--- config.mk ---
export PLATFORM = sky130hd
export DESIGN_NAME = bsa_core
export DESIGN_NICKNAME = d
export VERILOG_FILES = /design/src/core/bsa_pkg.sv /design/src/core/bsa_core.sv
export SDC_FILE = /design/constraint.sdc
export NUM_CORES = 1
export LEC_CHECK = 0
export BUFFER_PORTS_ARGS = -buffer_cell sky130_fd_sc_hd__clkbuf_2
export CAP_MARGIN = 25
export CORE_MARGIN = 2
export CORE_UTILIZATION = 60
export CTS_BUF_LIST = sky130_fd_sc_hd__clkbuf_4
export CTS_CLUSTER_DIAMETER = 50
export DETAILED_ROUTE_END_ITERATION = 7
export GPL_TIMING_DRIVEN = 1
export PLACE_DENSITY_LB_ADDON = 0.3
export SLEW_MARGIN = 20
export SYNTH_ARGS = -nofsm -noshare
export SYNTH_HDL_FRONTEND = slang
export SYNTH_SLANG_ARGS = --single-unit
--- constraint.sdc ---
create_clock -name CLK -period 7.85 [get_ports CLK]
set_input_delay 0.785 -clock CLK [delete_from_list [all_inputs] [get_ports CLK]]
set_output_delay 0.785 -clock CLK [all_outputs]
set_load 0.05 [all_outputs]
--- src/core/bsa_pkg.sv ---
// shared constants for the block-transfer setup and address state
// assumes one engine clock; registers are loaded from the command stream
package bsa_pkg;
    // ************************************************************
    // register selects on the command load port
    // ************************************************************
    localparam logic [2:0] SEL_BACK = 3'h0;
    localparam logic [2:0] SEL_FORE = 3'h1;
    localparam logic [2:0] SEL_PAT = 3'h2;
    localparam logic [2:0] SEL_DEST = 3'h3;
    localparam logic [2:0] SEL_SPITCH = 3'h4;
    localparam logic [2:0] SEL_SRC = 3'h5;
    localparam logic [2:0] SEL_RCTL = 3'h6;
    // ************************************************************
    // field positions
    // ************************************************************
    localparam int ADDR_MSB = 28;
    localparam int PAT_LSB = 6;
    localparam int SOLID_BIT = 31;
    localparam int DEPTH_MSB = 25;
    localparam int DEPTH_LSB = 24;
    localparam int ROP_MSB = 23;
    localparam int ROP_LSB = 16;
    localparam int PITCH_MSB = 15;
    localparam int QW_OFS_MSB = 2;
    // ************************************************************
    // encodings and reset values
    // ************************************************************
    localparam logic [1:0] DEPTH_8 = 2'h0;
    localparam logic [1:0] DEPTH_16 = 2'h1;
    localparam logic [1:0] DEPTH_16B = 2'h2;
    localparam logic [31:0] REG_RESET = 32'h0000_0000;
    typedef enum logic [2:0] {
        CMD_PIXEL = 3'h0,
        CMD_ROW = 3'h1,
        CMD_GLYPH = 3'h2,
        CMD_FILL = 3'h3,
        CMD_COPY = 3'h4
    } bsa_cmd_type;
    typedef enum logic [2:0] {
        ST_IDLE = 3'b001,
        ST_RUN = 3'b010,
        ST_DONE = 3'b100
    } bsa_state_type;
endpackage

--- src/core/bsa_core.sv ---
// setup colours, addresses, pitches and raster control of a block-transfer engine
// assumes the command feeder loads one register per cycle and writes the
// destination address last; the walker steps lines via LINE_STEP
`timescale 1ns/10ps

// Notes on behaviour
// RULE1: background colour expands zero bits for row/glyph
// RULE2: per-pixel draw uses background as solid pattern
// RULE3: foreground colour expands one bits for row/glyph
// RULE4: colour width follows depth: 32, 16, 8 bits
// RULE5: 23-bit pattern base, bits 28:6, row-draw only
// RULE6: pattern base low six bits read zero
// RULE7: issuer aligns colour pattern 64/128/256 bytes
// RULE8: issuer matches colour pattern depth to engine
// RULE9: monochrome pattern is 8 bytes in command
// RULE10: 29-bit destination doubles as working address
// RULE11: line start compared with clip top/bottom
// RULE12: destination write is last and starts execution
// RULE13: fill/copy destination is first byte written
// RULE14: issuer limits tiled destination base to 4KB
// RULE15: source pitch bytes, or doublewords when tiled
// RULE16: source address advances by signed pitch per line
// RULE17: 29-bit source, low 3 bits quadword offset
// RULE18: issuer limits tiled colour source to 4KB
// RULE19: solid select skips fetch, pattern becomes background
// RULE20: solid select honoured only for monochrome pattern
// RULE21: depth 00 is 8 bpp, 01 is 16 bpp
// RULE22: 8-bit raster code picks one of 256
// RULE23: destination advances by signed pitch per line
// RULE24: pixel is raster code applied bitwise
module bsa_core (
    input wire logic CLK, // engine clock
    input wire logic RESETN, // asynchronous reset, active low
    input wire logic LOAD_VALID, // command stream register load strobe
    input wire logic [2:0] LOAD_SEL, // which register is loaded
    input wire logic [31:0] LOAD_DATA, // value loaded
    input wire logic [2:0] CMD_KIND, // kind of drawing command
    input wire logic MONO_PAT, // opcode declares a monochrome pattern
    input wire logic [7:0] MONO_PAT_BYTE, // current row of in-command mono pattern
    input wire logic [2:0] PAT_BIT_IDX, // pixel column within pattern row
    input wire logic TILED, // surface tiled (pitch in doublewords)
    input wire logic [28:0] CLIP_TOP, // clip rectangle top line address
    input wire logic [28:0] CLIP_BOTTOM, // clip rectangle bottom line address
    input wire logic LINE_STEP, // walker finished one scan line
    input wire logic OP_END, // walker finished the operation
    input wire logic [31:0] PAT_FETCH, // colour pattern pixel from memory
    input wire logic [31:0] SRC_PIXEL, // source operand pixel
    input wire logic [31:0] DST_PIXEL, // existing destination pixel
    input wire logic [2:0] RD_SEL, // state readback select
    output logic BUSY, // operation in progress
    output logic START, // one-cycle start pulse
    output logic PAT_FETCH_EN, // pattern memory fetch needed
    output logic [28:0] PAT_ADDR, // pattern base for row draw
    output logic [28:0] DST_ADDR, // working destination address
    output logic [28:0] SRC_ADDR, // working source address
    output logic [2:0] SRC_QW_OFS, // first valid byte in first quadword
    output logic LINE_WRITE_OK, // high for non-line commands, else current line lies inside clip
    output logic [31:0] RESULT_PIXEL, // raster operation result
    output logic [31:0] RD_DATA // state readback
);
    // ************************************************************
    // state
    // ************************************************************
    typedef struct packed {
        bsa_pkg::bsa_state_type st;
        logic [31:0] back;
        logic [31:0] fore;
        logic [22:0] pat;
        logic [28:0] dest;
        logic [15:0] spitch;
        logic [28:0] src;
        logic [31:0] rctl;
        logic start;
        logic [31:0] result;
    } bsa_regs_type;

    bsa_regs_type r_q;
    bsa_regs_type r_d;

    // trims a colour to the engine's pixel depth
    function automatic logic [31:0] depth_mask(input logic [1:0] depth, input logic [31:0] c);
        logic [31:0] m;
        m = c;
        if (depth == bsa_pkg::DEPTH_8) begin // [RULE21]
            m = {24'h00_0000, c[7:0]}; // [RULE4]
        end else if (depth == bsa_pkg::DEPTH_16 || depth == bsa_pkg::DEPTH_16B) begin
            m = {16'h0000, c[15:0]}; // [RULE4]
        end
        return m;
    endfunction

    // pitch in bytes; tiled pitch counts doublewords
    function automatic logic [28:0] pitch_bytes(input logic tiled, input logic [15:0] p);
        logic [28:0] b;
        b = {{13{p[15]}}, p};
        if (tiled) begin
            b = {b[26:0], 2'h0}; // [RULE15]
        end
        return b;
    endfunction

    logic [1:0] depth;
    logic [7:0] raster_operation_code;
    logic solid;
    logic mono_bit;
    logic [31:0] pat_op;
    logic [31:0] src_op;
    logic [31:0] dst_op;
    logic [31:0] res;

    assign depth = r_q.rctl[bsa_pkg::DEPTH_MSB:bsa_pkg::DEPTH_LSB];
    assign raster_operation_code = r_q.rctl[bsa_pkg::ROP_MSB:bsa_pkg::ROP_LSB]; // [RULE22]
    // solid select matters only for monochrome patterns
    assign solid = r_q.rctl[bsa_pkg::SOLID_BIT] && MONO_PAT; // [RULE20]
    // monochrome pattern bits come with the command, never from memory
    assign mono_bit = MONO_PAT_BYTE[PAT_BIT_IDX]; // [RULE9]

    // ************************************************************
    // operand selection and raster operation
    // ************************************************************
    always_comb begin
        pat_op = depth_mask(depth, PAT_FETCH);
        if (CMD_KIND == bsa_pkg::CMD_PIXEL) begin
            pat_op = depth_mask(depth, r_q.back); // [RULE2]
        end else if (solid) begin
            pat_op = depth_mask(depth, r_q.back); // [RULE19]
        end else if (MONO_PAT) begin
            if (mono_bit) begin
                pat_op = depth_mask(depth, r_q.fore); // [RULE3]
            end else begin
                pat_op = depth_mask(depth, r_q.back); // [RULE1]
            end
        end
        src_op = depth_mask(depth, SRC_PIXEL);
        dst_op = depth_mask(depth, DST_PIXEL);
        // bit index is {pattern, source, destination}
        for (int i = 0; i < 32; i++) begin
            res[i] = raster_operation_code[{pat_op[i], src_op[i], dst_op[i]}]; // [RULE24]
        end
    end

    // ************************************************************
    // next state
    // ************************************************************
    always_comb begin
        r_d = r_q;
        r_d.start = 1'b0;
        r_d.result = res;
        if (LOAD_VALID && r_q.st != bsa_pkg::ST_RUN) begin
            unique case (LOAD_SEL)
                bsa_pkg::SEL_BACK: begin
                    r_d.back = LOAD_DATA;
                end
                bsa_pkg::SEL_FORE: begin
                    r_d.fore = LOAD_DATA;
                end
                bsa_pkg::SEL_PAT: begin
                    r_d.pat = LOAD_DATA[bsa_pkg::ADDR_MSB:bsa_pkg::PAT_LSB]; // [RULE5]
                end
                bsa_pkg::SEL_DEST: begin
                    r_d.dest = LOAD_DATA[bsa_pkg::ADDR_MSB:0]; // [RULE10]
                    r_d.start = 1'b1; // [RULE12]
                    r_d.st = bsa_pkg::ST_RUN;
                end
                bsa_pkg::SEL_SPITCH: begin
                    r_d.spitch = LOAD_DATA[bsa_pkg::PITCH_MSB:0];
                end
                bsa_pkg::SEL_SRC: begin
                    r_d.src = LOAD_DATA[bsa_pkg::ADDR_MSB:0]; // [RULE17]
                end
                bsa_pkg::SEL_RCTL: begin
                    r_d.rctl = LOAD_DATA;
                end
                default: begin
                end
            endcase
        end
        unique case (r_q.st)
            bsa_pkg::ST_IDLE: begin
            end
            bsa_pkg::ST_RUN: begin
                if (LINE_STEP) begin
                    // working addresses move on to the next scan line
                    r_d.dest = r_q.dest + pitch_bytes(TILED, r_q.rctl[bsa_pkg::PITCH_MSB:0]); // [RULE23]
                    r_d.src = r_q.src + pitch_bytes(TILED, r_q.spitch); // [RULE16]
                end
                if (OP_END) begin
                    r_d.st = bsa_pkg::ST_DONE;
                end
            end
            bsa_pkg::ST_DONE: begin
                // a destination load in this cycle has already moved the state on
                if (!r_d.start) begin
                    r_d.st = bsa_pkg::ST_IDLE;
                end
            end
            default: begin
                r_d.st = bsa_pkg::ST_IDLE;
            end
        endcase
    end

    always_ff @(posedge CLK or negedge RESETN) begin
        if (!RESETN) begin
            r_q.st <= bsa_pkg::ST_IDLE;
            r_q.back <= bsa_pkg::REG_RESET;
            r_q.fore <= bsa_pkg::REG_RESET;
            r_q.pat <= '0;
            r_q.dest <= '0;
            r_q.spitch <= '0;
            r_q.src <= '0;
            r_q.rctl <= bsa_pkg::REG_RESET;
            r_q.start <= 1'b0;
            r_q.result <= bsa_pkg::REG_RESET;
        end else begin
            r_q <= r_d;
        end
    end

    // ************************************************************
    // outputs
    // ************************************************************
    logic line_cmd;
    assign line_cmd = CMD_KIND == bsa_pkg::CMD_PIXEL || CMD_KIND == bsa_pkg::CMD_ROW
        || CMD_KIND == bsa_pkg::CMD_GLYPH;

    assign BUSY = r_q.st == bsa_pkg::ST_RUN;
    assign START = r_q.start;
    assign PAT_FETCH_EN = BUSY && !MONO_PAT && !solid && CMD_KIND != bsa_pkg::CMD_PIXEL; // [RULE19]
    // pattern base is only offered to row-draw commands
    assign PAT_ADDR = (CMD_KIND == bsa_pkg::CMD_ROW) ? {r_q.pat, 6'h00} : 29'h0000_0000; // [RULE5]
    // fill/copy: first byte written; line commands: scan-line start
    assign DST_ADDR = r_q.dest; // [RULE13]
    assign SRC_ADDR = r_q.src;
    assign SRC_QW_OFS = r_q.src[bsa_pkg::QW_OFS_MSB:0]; // [RULE17]
    assign LINE_WRITE_OK = !line_cmd || (r_q.dest >= CLIP_TOP && r_q.dest <= CLIP_BOTTOM); // [RULE11]
    assign RESULT_PIXEL = r_q.result;

    always_comb begin
        unique case (RD_SEL)
            bsa_pkg::SEL_BACK: RD_DATA = r_q.back;
            bsa_pkg::SEL_FORE: RD_DATA = r_q.fore;
            bsa_pkg::SEL_PAT: RD_DATA = {3'h0, r_q.pat, 6'h00}; // [RULE6]
            bsa_pkg::SEL_DEST: RD_DATA = {3'h0, r_q.dest};
            default: RD_DATA = 32'h0000_0000;
        endcase
    end
endmodule // bsa_core

Yosys cells after proc, flatten, opt, wreduce, memory -nomap -nowiden
Cells that the tools add are included.
{ "totals": {"reg_bits": 229, "word_cells": 192} }
{ "op_classes": {"n_addsub": 2, "order_cmp": 35, "n_eq_ne": 17, "n_mux": 105, "n_reduce_logical": 23} }
{ "ops": {"columns": ["operator", "count"], "rows": [
  ["$mux W32", 17],
  ["$mux W29", 11],
  ["$mux W197", 1],
  ["$lt A3 B4 Y1 const B", 33],
  ["$pmux W32 S4", 1],
  ["$bmux W1 S3", 33],
  ["$add A29 B29 Y29", 2],
  ["$mux W1", 34],
  ["$mux W17", 2],
  ["$ge A29 B29 Y1", 1],
  ["$le A29 B29 Y1", 1],
  ["$mux W23", 1],
  ["$eq A3 B2 Y1 const B", 6],
  ["$mux W16", 1],
  ["$eq A3 B1 Y1 const B", 4],
  ["$eq A3 B3 Y1 const B", 4],
  ["$reduce_and A2 Y1", 5],
  ["$logic_not A3 Y1", 3],
  ["$mux W3", 3],
  ["$pmux W3 S3", 1],
  ["$logic_and A1 B1 Y1", 6],
  ["$logic_or A1 B1 Y1", 4],
  ["$logic_not A1 Y1", 3],
  ["$ne A3 B2 Y1 const B", 1],
  ["4 further kinds", 4]
]} }

Longest topological paths before layout
Gate-level depths: netlist (run 1).
{ "logic_depth": {"word_depth": 10, "mapped_depth": 14} }

Least setup slack after synthesis (run 1)
Ideal clock, no wire load.
{ "synth_timing": {"kind": "input-to-output", "start": "input port CLIP_BOTTOM[26]", "end": "output port LINE_WRITE_OK", "arrival_time_ps": 3287, "required_ps": 7065, "slack_ps": 3778, "cell_stages": 9, "path_cell_list": "inv_1 -> ha_1 -> a21o_1 -> a21o_1 -> a21oi_1 -> o21ai_0 -> a2111oi_0 -> a31oi_1 -> o31ai_1"} }
{ "synth_via": {"elab_chain_len": 3} }
{ "synth_lines": {"columns": ["item", "line", "text"], "rows": [
  ["from (decl)", "bsa_core.sv:43", "input wire logic [28:0] CLIP_BOTTOM,"],
  ["$le A29 B29 Y1", "bsa_core.sv:236", "assign LINE_WRITE_OK = !line_cmd || (r_q.dest >= CLIP_TOP && r_q.dest <= CLIP_BOTTOM);"],
  ["$logic_and A1 B1 Y1", "bsa_core.sv:236", null],
  ["$logic_or A1 B1 Y1", "bsa_core.sv:236", null],
  ["to (decl)", "bsa_core.sv:57", "output logic LINE_WRITE_OK,"]
]} }
No other way between the ends.

Worst setup path in the final report (run 1)
{ "layout_timing": {"start": "register r_q, in the netlist DST_ADDR[0]", "end": "output port LINE_WRITE_OK"} }
{ "layout_via": {"elab_chain_len": 3} }
{ "layout_lines": {"columns": ["item", "line", "text"], "rows": [
  ["from (decl)", "bsa_core.sv:77", "bsa_regs_type r_q;"],
  ["from (signal assigned)", "bsa_core.sv:216", "r_q <= r_d;"],
  ["$ge A29 B29 Y1 or $le A29 B29 Y1 (tied branches)", "bsa_core.sv:236", null],
  ["$logic_and A1 B1 Y1 *", "bsa_core.sv:236", null],
  ["$logic_or A1 B1 Y1 *", "bsa_core.sv:236", null]
]} }
Every way passes the cells marked *; elsewhere a longest branch is shown, timed or not.

==> impl_table.tex, run 1 <==
\begin{tabular}{lr}
\hline
Metric & Value \\
\hline
\multicolumn{2}{l}{\textbf{Outcome}} \\
Status & completed \\
\multicolumn{2}{l}{\textbf{Detailed routing}} \\
Detailed router's first-iteration violation count & between 1,000 and 1,500 \\
Post-DR wirelength/cell & roughly 22 um \\
DRC violation count after routing & 0 \\
Residual antenna-violating net count after detailed routing & 0 \\
Vias per Instance & roughly 6.4 \\
Highest metal layer used by the detailed router & met4 \\
Routed vias & approximately 17,000 \\
Total Routed Length & between 50 and 60 mm \\
Metal2 WL & approximately 27 mm \\
Routed wl met3 & between 5 and 6 mm \\
WL met1 & approximately 24 mm \\
Pre-antenna DRT Iters & 6 \\
\multicolumn{2}{l}{\textbf{Global route}} \\
Largest net degree at the start of global routing & 111 \\
Total routing usage reported by global routing & 0.3577 \\
Antenna violations before repair & 3 \\
Via count of the first global-routing pass & $\sim$16,000 \\
Remaining global-route overflow & 0 \\
Global-route wire length before repair & between 80 and 90 mm \\
\multicolumn{2}{l}{\textbf{Critical path}} \\
Req. time, crit path & slightly above 7 ns \\
Maximum fanout count along the critical path & 5 \\
Reg2Reg Depth & 11 \\
Sort of element at the end of the critical path & output pin \\
Source of the worst register-to-register timing path & r\_q[33] \\
Worst setup slack for register-to-register paths & 4.69 ns \\
Critical register-to-register path endpoint & DST\_ADDR[28] \\
Classification of the worst setup path & register to output pin \\
Startpoint Class & register \\
Critical path data arrival time & approximately 3.7 ns \\
\multicolumn{2}{l}{\textbf{Final layout}} \\
Most common cell after layout, fill and taps aside & sky130\_fd\_sc\_hd\_\_clkbuf\_2 \\
Final core utilization & 0.6861 \\
Commonest cells after routing, fill and taps aside & 363 x sky130\_fd\_sc\_hd\_\_clkbuf\_2, 223 x sky130\_fd\_sc\_hd\_\_dfrtp\_1, 192 x sky130\_fd\_sc\_hd\_\_mux2\_2 \\
Final \#Nets & between 2,000 and 3,000 \\
Fraction of final layout cells with drive strength greater than 1 & 0.3341 \\
Area added between synthesis and finish & 12.01\% \\
\multicolumn{2}{l}{\textbf{Floorplanning}} \\
Num ports & approximately 370 \\
Die height & 178.6 um \\
Area enclosed by the die boundary & about 32,000 sq um \\
Effective utilization at floorplan & 0.6126 \\
Horizontal die dimension & 178.6 um \\
Area of the placeable core & about 30,000 sq um \\
Row count & between 60 and 70 \\
\multicolumn{2}{l}{\textbf{Clock tree}} \\
Skew-Pair Late Insertion Delay & between 0.7 and 0.8 ns \\
CTS sink cnt & around 220 \\
CTS H-tree depth & 3 \\
Number of buffers inserted during clock tree synthesis & between 60 and 70 \\
Clock tree from TritonCTS & done \\
CTS Root Buffer Type & sky130\_fd\_sc\_hd\_\_clkbuf\_4 \\
Clock tree buffer depth & 3 \\
Count of cells resized by post-cts repair & 0 \\
Post-CTS repair timing setup buffer count & 0 \\
Register clock-pin slew on the reported worst setup and hold paths & approximately 0.070 ns \\
Cts-stage hold buffer count & 0 \\
\multicolumn{2}{l}{\textbf{Synthesis}} \\
Number of warnings issued by yosys & 0 \\
Post-Syn Area per Cell & 9.453 sq um \\
Synth Cell Area & roughly 18,000 sq um \\
Count of mapped cells out of synthesis & 1,936 \\
Fraction of registers with async set/reset & 1.000 \\
Yosys reg bits & roughly 220 \\
Unique masters post-synth & 92 \\
Biggest area contributors in the synthesized netlist & sky130\_fd\_sc\_hd\_\_dfrtp\_1 30\%, sky130\_fd\_sc\_hd\_\_mux2\_2 12\%, sky130\_fd\_sc\_hd\_\_ha\_1 7.9\%, sky130\_fd\_sc\_hd\_\_mux2i\_1 6.0\%, sky130\_fd\_sc\_hd\_\_buf\_4 4.2\% \\
Post-synth EDFFs & 0 \\
Seq/Total Area, Yosys & 0.3064 \\
Most common flop cell mapped by yosys & sky130\_fd\_sc\_hd\_\_dfrtp\_1 \\
Top cell type's share of synthesized area & 0.3049 \\
Yosys top cell by area & sky130\_fd\_sc\_hd\_\_dfrtp\_1 \\
\multicolumn{2}{l}{\textbf{Flow run}} \\
Number of maximum-capacitance constraint violations & 0 \\
\multicolumn{2}{l}{\textbf{Worst hold path}} \\
Worst hold-check path type & input pin to async pin \\
\multicolumn{2}{l}{\textbf{Placement}} \\
PortBufs & 364 \\
Final estimated routing congestion in global placement & 0.9253 \\
Estimated wirelength of the detail-placed design & between 40 and 50 mm \\
\multicolumn{2}{l}{\textbf{STA}} \\
Measured slew at the worst slew-check pin & 0.9844 ns \\
Clock skew after layout & 0.06450 ns \\
Pins over their slew limit & 0 \\
Worst rel slew slack & 0.3354 \\
Setup repair after global routing missed its margin & no \\
Fin crit share & 0.5741 \\
Crit path time final & around 4.5 ns \\
Fmax & 0.2219 GHz \\
Hold Violations, Final & 0 \\
Endpoints failing setup & 0 \\
Total negative slack for setup checks & 0 ns \\
\multicolumn{2}{l}{\textbf{Pwr}} \\
Worst IR Drop VDD & 0.1893 mV \\
Leakage Power & between 10 and 15 nW \\
Power density relative to cell area & roughly 300 nW/um\^{}2 \\
\hline
\end{tabular}
flip-flops by register name, indices dropped and copies added, names as in the netlist:
| name | flops |
|---|---|
| depth | 2 |
| START | 1 |
| r_q | 131 |
| DST_ADDR | 29 |
| RESULT_PIXEL | 32 |
| SRC_ADDR | 29 |
critical path, cell delays in order, from the launching register on:
cell and delay (ns):
sky130_fd_sc_hd__dfrtp_1 0.43, sky130_fd_sc_hd__inv_1 0.12, sky130_fd_sc_hd__ha_1 0.28, sky130_fd_sc_hd__nand2b_1 0.10
sky130_fd_sc_hd__a21o_1 0.12, sky130_fd_sc_hd__a21o_1 0.10, sky130_fd_sc_hd__a21o_1 0.11, sky130_fd_sc_hd__a31oi_1 0.12
sky130_fd_sc_hd__o311ai_0 0.87, sky130_fd_sc_hd__a21oi_1 0.13, sky130_fd_sc_hd__o31ai_1 0.32, sky130_fd_sc_hd__clkbuf_2 0.36
power by group:
part	total [mW]	internal [mW]	switching [mW]	leakage (nW)
registers	1.78	1.45	0.330	2.69
clock network	1.07	0.541	0.530	0.466
logic	3.22	1.17	2.05	7.00
total	6.08	3.16	2.91	10.2
logic make-up (layout without fill, tap and decap cells):
logic type                 after synthesis  in the layout  synth area share
buffers and inverters                  277            572           0.07952
and+or+nand+nor                        452            452            0.1206
AOI/OAI and AO/OA                      503            503            0.1890
adders and majority gates              117            117           0.08082
DFF                                    224            224            0.3064
muxes                                  323            323            0.2048
other                                    1             10         0.0002049
xor gates and xnor gates                39             39           0.01866
through the flow:
step                worst slack [ns]  total power [mW]  std cells  cell area (sq um)  hold slack [ns]
finish                         3.343             6.076       2630              20500           0.1196
detailed placement             3.704             4.951       2515              19700           0.4875
global route                   3.320             6.454       2629              20500           0.1388
global placement               3.772             4.869       2513              19660           0.4818
floorplan                      3.778             4.341       1941              18320           0.4473
CTS                            3.460             6.043       2625              20470          0.09872
worst max-delay path by stage:
stage                         start            end  slack (ns)  cells after the start
global placement              TILED   SRC_ADDR[28]        3.77                     11
global route            DST_ADDR[0]  LINE_WRITE_OK        3.32                     11
floorplan           CLIP_BOTTOM[26]  LINE_WRITE_OK        3.78                      9
detailed placement            TILED   SRC_ADDR[28]        3.70                     11
CTS                     DST_ADDR[0]  LINE_WRITE_OK        3.46                     11
finish                  DST_ADDR[0]  LINE_WRITE_OK        3.34                     11
cells in the mapped netlist, drive strengths merged, types with 12 or more instances:
cell type  instances
xnor2             23
nor2b             18
mux2             192
a22o              17
nand3             15
o21a              15
inv               74
a21oi             97
buf              133
mux4              21
nor2             105
a32oi             15
nor3              30
mux2i            110
and3              15
nand2b            27
o21ai            122
o211ai            20
dfrtp            223
nand2            160
a211oi            13
xor2              16
a22oi             68
ha               115
and2              32
o2111ai           12
nand4             18
clkbuf            70
a21o              44
layer usage:
metal	GRT usage	up-vias
met5	0	-
met4	0.1612	0
li1	-	7600
met2	0.5690	867
met3	0.06841	161
met1	0.4735	8075
cell type report:
class | count | area (sq um)
antenna | 4 | 10.01
clock buffer | 92 | 690.7
clock inverter | 18 | 81.33
fill | 2452 | 9376
inverter | 74 | 277.8
multi-input combinational | 1440 | 11300
sequential | 224 | 5607
tap | 390 | 488.0
timing repair buffer | 388 | 2042
Power figures use the tool's default switching activity.
==> run 2: changes to the inputs <==
--- a/config.mk
+++ b/config.mk
@@ -8,7 +8,7 @@
 export BUFFER_PORTS_ARGS = -buffer_cell sky130_fd_sc_hd__clkbuf_2
 export CAP_MARGIN = 25
 export CORE_MARGIN = 2
-export CORE_UTILIZATION = 60
+export CORE_UTILIZATION = 58
 export CTS_BUF_LIST = sky130_fd_sc_hd__clkbuf_4
 export CTS_CLUSTER_DIAMETER = 50
 export DETAILED_ROUTE_END_ITERATION = 7
==> constraint.sdc (replaced) <==
create_clock -name CLK -period 4.5 [get_ports CLK]
set_input_delay 0.45 -clock CLK [delete_from_list [all_inputs] [get_ports CLK]]
set_output_delay 0.45 -clock CLK [all_outputs]
set_load 0.05 [all_outputs]
==> impl_table.tex, run 2 (synthesis results as in run 1) <==
\begin{tabular}{lr}
\hline
Metric & Value \\
\hline
\multicolumn{2}{l}{\textbf{Clock tree}} \\
Clock tree buffer depth & 3 (unchanged) \\
Clock tree from TritonCTS & done (unchanged) \\
CTS sink cnt & 224 (unchanged) \\
Number of buffers inserted during clock tree synthesis & 68 (was 66) \\
Count of cells resized by post-cts repair & 0 (unchanged) \\
Skew-Pair Late Insertion Delay & 0.69 ns (was 0.71 ns) \\
Register clock-pin slew on the reported worst setup and hold paths & 0.06 ns (was 0.07 ns) \\
CTS Root Buffer Type & sky130\_fd\_sc\_hd\_\_clkbuf\_4 (unchanged) \\
CTS H-tree depth & 3 (unchanged) \\
Post-CTS repair timing setup buffer count & 0 (unchanged) \\
\multicolumn{2}{l}{\textbf{Placement}} \\
Final estimated routing congestion in global placement & 0.9387 (was 0.9253) \\
Placed cell count & 2,535 (was 2,515) \\
Estimated wirelength of the detail-placed design & 42.30 mm (was 42.69 mm) \\
Setup slack at placement & 0.6432 ns (was 3.704 ns) \\
Post-detailed-placement cell area & 19,770 sq um (was 19,700 sq um) \\
PortBufs & 364 (unchanged) \\
\multicolumn{2}{l}{\textbf{Global route}} \\
Remaining global-route overflow & 0 (unchanged) \\
Global-route wire length before repair & 88.07 mm (was 89.06 mm) \\
Largest net degree at the start of global routing & 102 (was 111) \\
Total routing usage reported by global routing & 0.3361 (was 0.3577) \\
Via count of the first global-routing pass & 16,112 (was 16,481) \\
Antenna violations before repair & 4 (was 3) \\
\multicolumn{2}{l}{\textbf{STA}} \\
Fmax & around 0.24 GHz \\
Worst rel slew slack & 0.3110 (was 0.3354) \\
Hold Violations, Final & 0 (unchanged) \\
Worst Slack Setup Final & 0.3359 ns (was 3.343 ns) \\
Total negative slack for setup checks & 0 ns (unchanged) \\
Endpoints failing setup & 0 (unchanged) \\
Fin crit share & 0.9254 \\
Crit path time final & between 4 and 5 ns \\
Pins over their slew limit & 0 (unchanged) \\
Measured slew at the worst slew-check pin & 1.021 ns (was 0.9844 ns) \\
Setup repair after global routing missed its margin & no (unchanged) \\
Clock skew after layout & 0.05461 ns (was 0.06450 ns) \\
\multicolumn{2}{l}{\textbf{Critical path}} \\
Classification of the worst setup path & register to output pin (unchanged) \\
Critical register-to-register path endpoint & DST\_ADDR[28] (unchanged) \\
Capturing instance or port of the critical path & LINE\_WRITE\_OK (unchanged) \\
Start point of the critical path & DST\_ADDR[0] (unchanged) \\
Critical path data arrival time & 3.71 ns (was 3.72 ns) \\
CP peak stage delay & 0.89 ns (was 0.87 ns) \\
Worst setup slack for register-to-register paths & 1.33 ns (was 4.69 ns) \\
Startpoint Class & register (unchanged) \\
Cell type of the slowest stage on the worst timing path & sky130\_fd\_sc\_hd\_\_o311ai\_0 (unchanged) \\
Buffer and inverter count on the worst path & 2 (unchanged) \\
Req. time, crit path & 4.05 ns (was 7.07 ns) \\
Maximum fanout count along the critical path & 5 (unchanged) \\
Cell breakdown of the critical path & inv\_1, ha\_1, nand2b\_1, a21o\_1, a21o\_1, a21o\_1, a31oi\_1, o311ai\_0, a21oi\_1, o31ai\_1, clkbuf\_2 (unchanged) \\
Source of the worst register-to-register timing path & r\_q[33] (unchanged) \\
Reg2Reg Depth & 11 (unchanged) \\
Library cell appearing most often on the critical path & sky130\_fd\_sc\_hd\_\_a21o\_1 (unchanged) \\
Family with the most delay on the worst path & compound AO/OA/AOI/OAI gates (unchanged) \\
Sort of element at the end of the critical path & output pin (unchanged) \\
Cell count along the critical path & 11 (unchanged) \\
\multicolumn{2}{l}{\textbf{Detailed routing}} \\
Pre-antenna DRT Iters & 6 (unchanged) \\
Detailed router's first-iteration violation count & 1,252 (was 1,451) \\
Routed vias & 16,682 (was 16,703) \\
DRC violation count after routing & 0 (unchanged) \\
Total Routed Length & 56.77 mm (was 57.64 mm) \\
Post-DR wirelength/cell & 21.37 um (was 21.92 um) \\
Residual antenna-violating net count after detailed routing & 0 (unchanged) \\
Vias per Instance & 6.279 (was 6.351) \\
\multicolumn{2}{l}{\textbf{Final layout}} \\
Max FFs per register & 131 (unchanged) \\
Commonest cells after routing, fill and taps aside & 363 x sky130\_fd\_sc\_hd\_\_clkbuf\_2, 223 x sky130\_fd\_sc\_hd\_\_dfrtp\_1, 192 x sky130\_fd\_sc\_hd\_\_mux2\_2 (unchanged) \\
Area added between synthesis and finish & 13.12\% (was 12.01\%) \\
Top register by number of flip-flops & r\_q (unchanged) \\
Fraction of final layout cells with drive strength greater than 1 & 0.3357 (was 0.3341) \\
Final \#Nets & 2,539 (was 2,524) \\
Most common cell after layout, fill and taps aside & sky130\_fd\_sc\_hd\_\_clkbuf\_2 (unchanged) \\
Layout Cell Area excl Fill & 20,700 sq um (was 20,500 sq um) \\
Number of cells in the finished layout apart from fillers & 2,657 (was 2,630) \\
\multicolumn{2}{l}{\textbf{Worst hold path}} \\
Hold path startpoint & LOAD\_DATA[30] \\
Worst hold-check path type & input pin to register (was input pin to async pin) \\
\multicolumn{2}{l}{\textbf{Outcome}} \\
Status & completed (unchanged) \\
\multicolumn{2}{l}{\textbf{Pwr}} \\
Worst IR Drop VDD & 0.3010 mV (was 0.1893 mV) \\
Gate power share & 0.526 (was 0.530) \\
Part of the total power dissipated in the clock network & 0.189 (was 0.176) \\
Leakage Power & 10.24 nW (was 10.15 nW) \\
Power density relative to cell area & 520.4 nW/um\^{}2 (was 296.4 nW/um\^{}2) \\
Net Sw Frac & 0.4726 (was 0.4796) \\
Seq pwr share & 0.284 (was 0.293) \\
Total power of the final layout & 10.77 mW (was 6.076 mW) \\
Internal power of the cells & 5.681 mW (was 3.162 mW) \\
Switching Power & 5.092 mW (was 2.914 mW) \\
\multicolumn{2}{l}{\textbf{Floorplanning}} \\
Area of the placeable core & 31,310 sq um (was 29,870 sq um) \\
Die height & 181.6 um (was 178.6 um) \\
Horizontal die dimension & 181.6 um (was 178.6 um) \\
Num ports & 371 (unchanged) \\
Row count & 65 (was 63) \\
Area enclosed by the die boundary & 32,990 sq um (was 31,910 sq um) \\
Effective utilization at floorplan & 0.5845 (was 0.6126) \\
\multicolumn{2}{l}{\textbf{Flow run}} \\
Number of maximum-capacitance constraint violations & 0 (unchanged) \\
\hline
\end{tabular}
-- run 2: cell count changes in the layout (fill, tap and decap cells not counted), sizes merged --
cell         delta
buf            +10
clkinv          +8
clkbuf          -4
inv             -4
bufinv          +3
dlygate4sd3     +3
diode           -1
-- run 2: metrics by stage --
step,hold WS [ns],util
after floorplan,0.1544,-
after global placement,0.4758,0.6310
after detailed placement,0.4937,0.6315
after CTS,0.004581,0.6595
after global routing,0.02286,0.6611
final,0.04245,0.6611
-- run 2: power by group through the flow --
| stage | sequential, mW | combinational, mW | clock [mW] |
|---|---|---|---|
| finish | 3.06 | 5.67 | 2.04 |
| global route | 3.12 | 6.11 | 2.20 |
| CTS | 3.04 | 5.60 | 2.08 |
| detailed placement | 3.08 | 5.57 | 0 |
| global placement | 3.07 | 5.46 | 0 |
| floorplan | 2.87 | 4.70 | 0 |
-- run 2: repair_timing --
item	4_1_cts	5_1_grt
setup endpoints to repair	0	0
hold endpoints to repair	102	0
hold buffers	3	0
-- run 2: worst min-delay path by stage --
stage | end | slack [ns] | cells past startpoint
after detailed placement | r_q[226] | 0.49 | 1
final | r_q[192] | 0.04 | 2
after CTS | r_q[224] | 0.005 | 2
after global routing | r_q[192] | 0.02 | 2
after floorplan | DST_ADDR[0] | 0.15 | 0
after global placement | r_q[226] | 0.48 | 1
-- run 2: area by class of cell --
type | count | area [sq um]
antenna | 3 | 7.507
clock buffer | 88 | 660.6
clock inverter | 25 | 185.2
fill | 2588 | 10610
inverter | 74 | 277.8
multi-input combinational | 1440 | 11310
sequential | 224 | 5607
tap | 402 | 503.0
timing repair buffer | 401 | 2151
-- run 2: metal layers --
layer	routed length, um	GRT usage	vias up
met5	0	0	-
met2	26000	0.5411	849
met1	23420	0.4559	8089
met4	1966	0.1161	0
met3	5385	0.06358	131
li1	-	-	7613
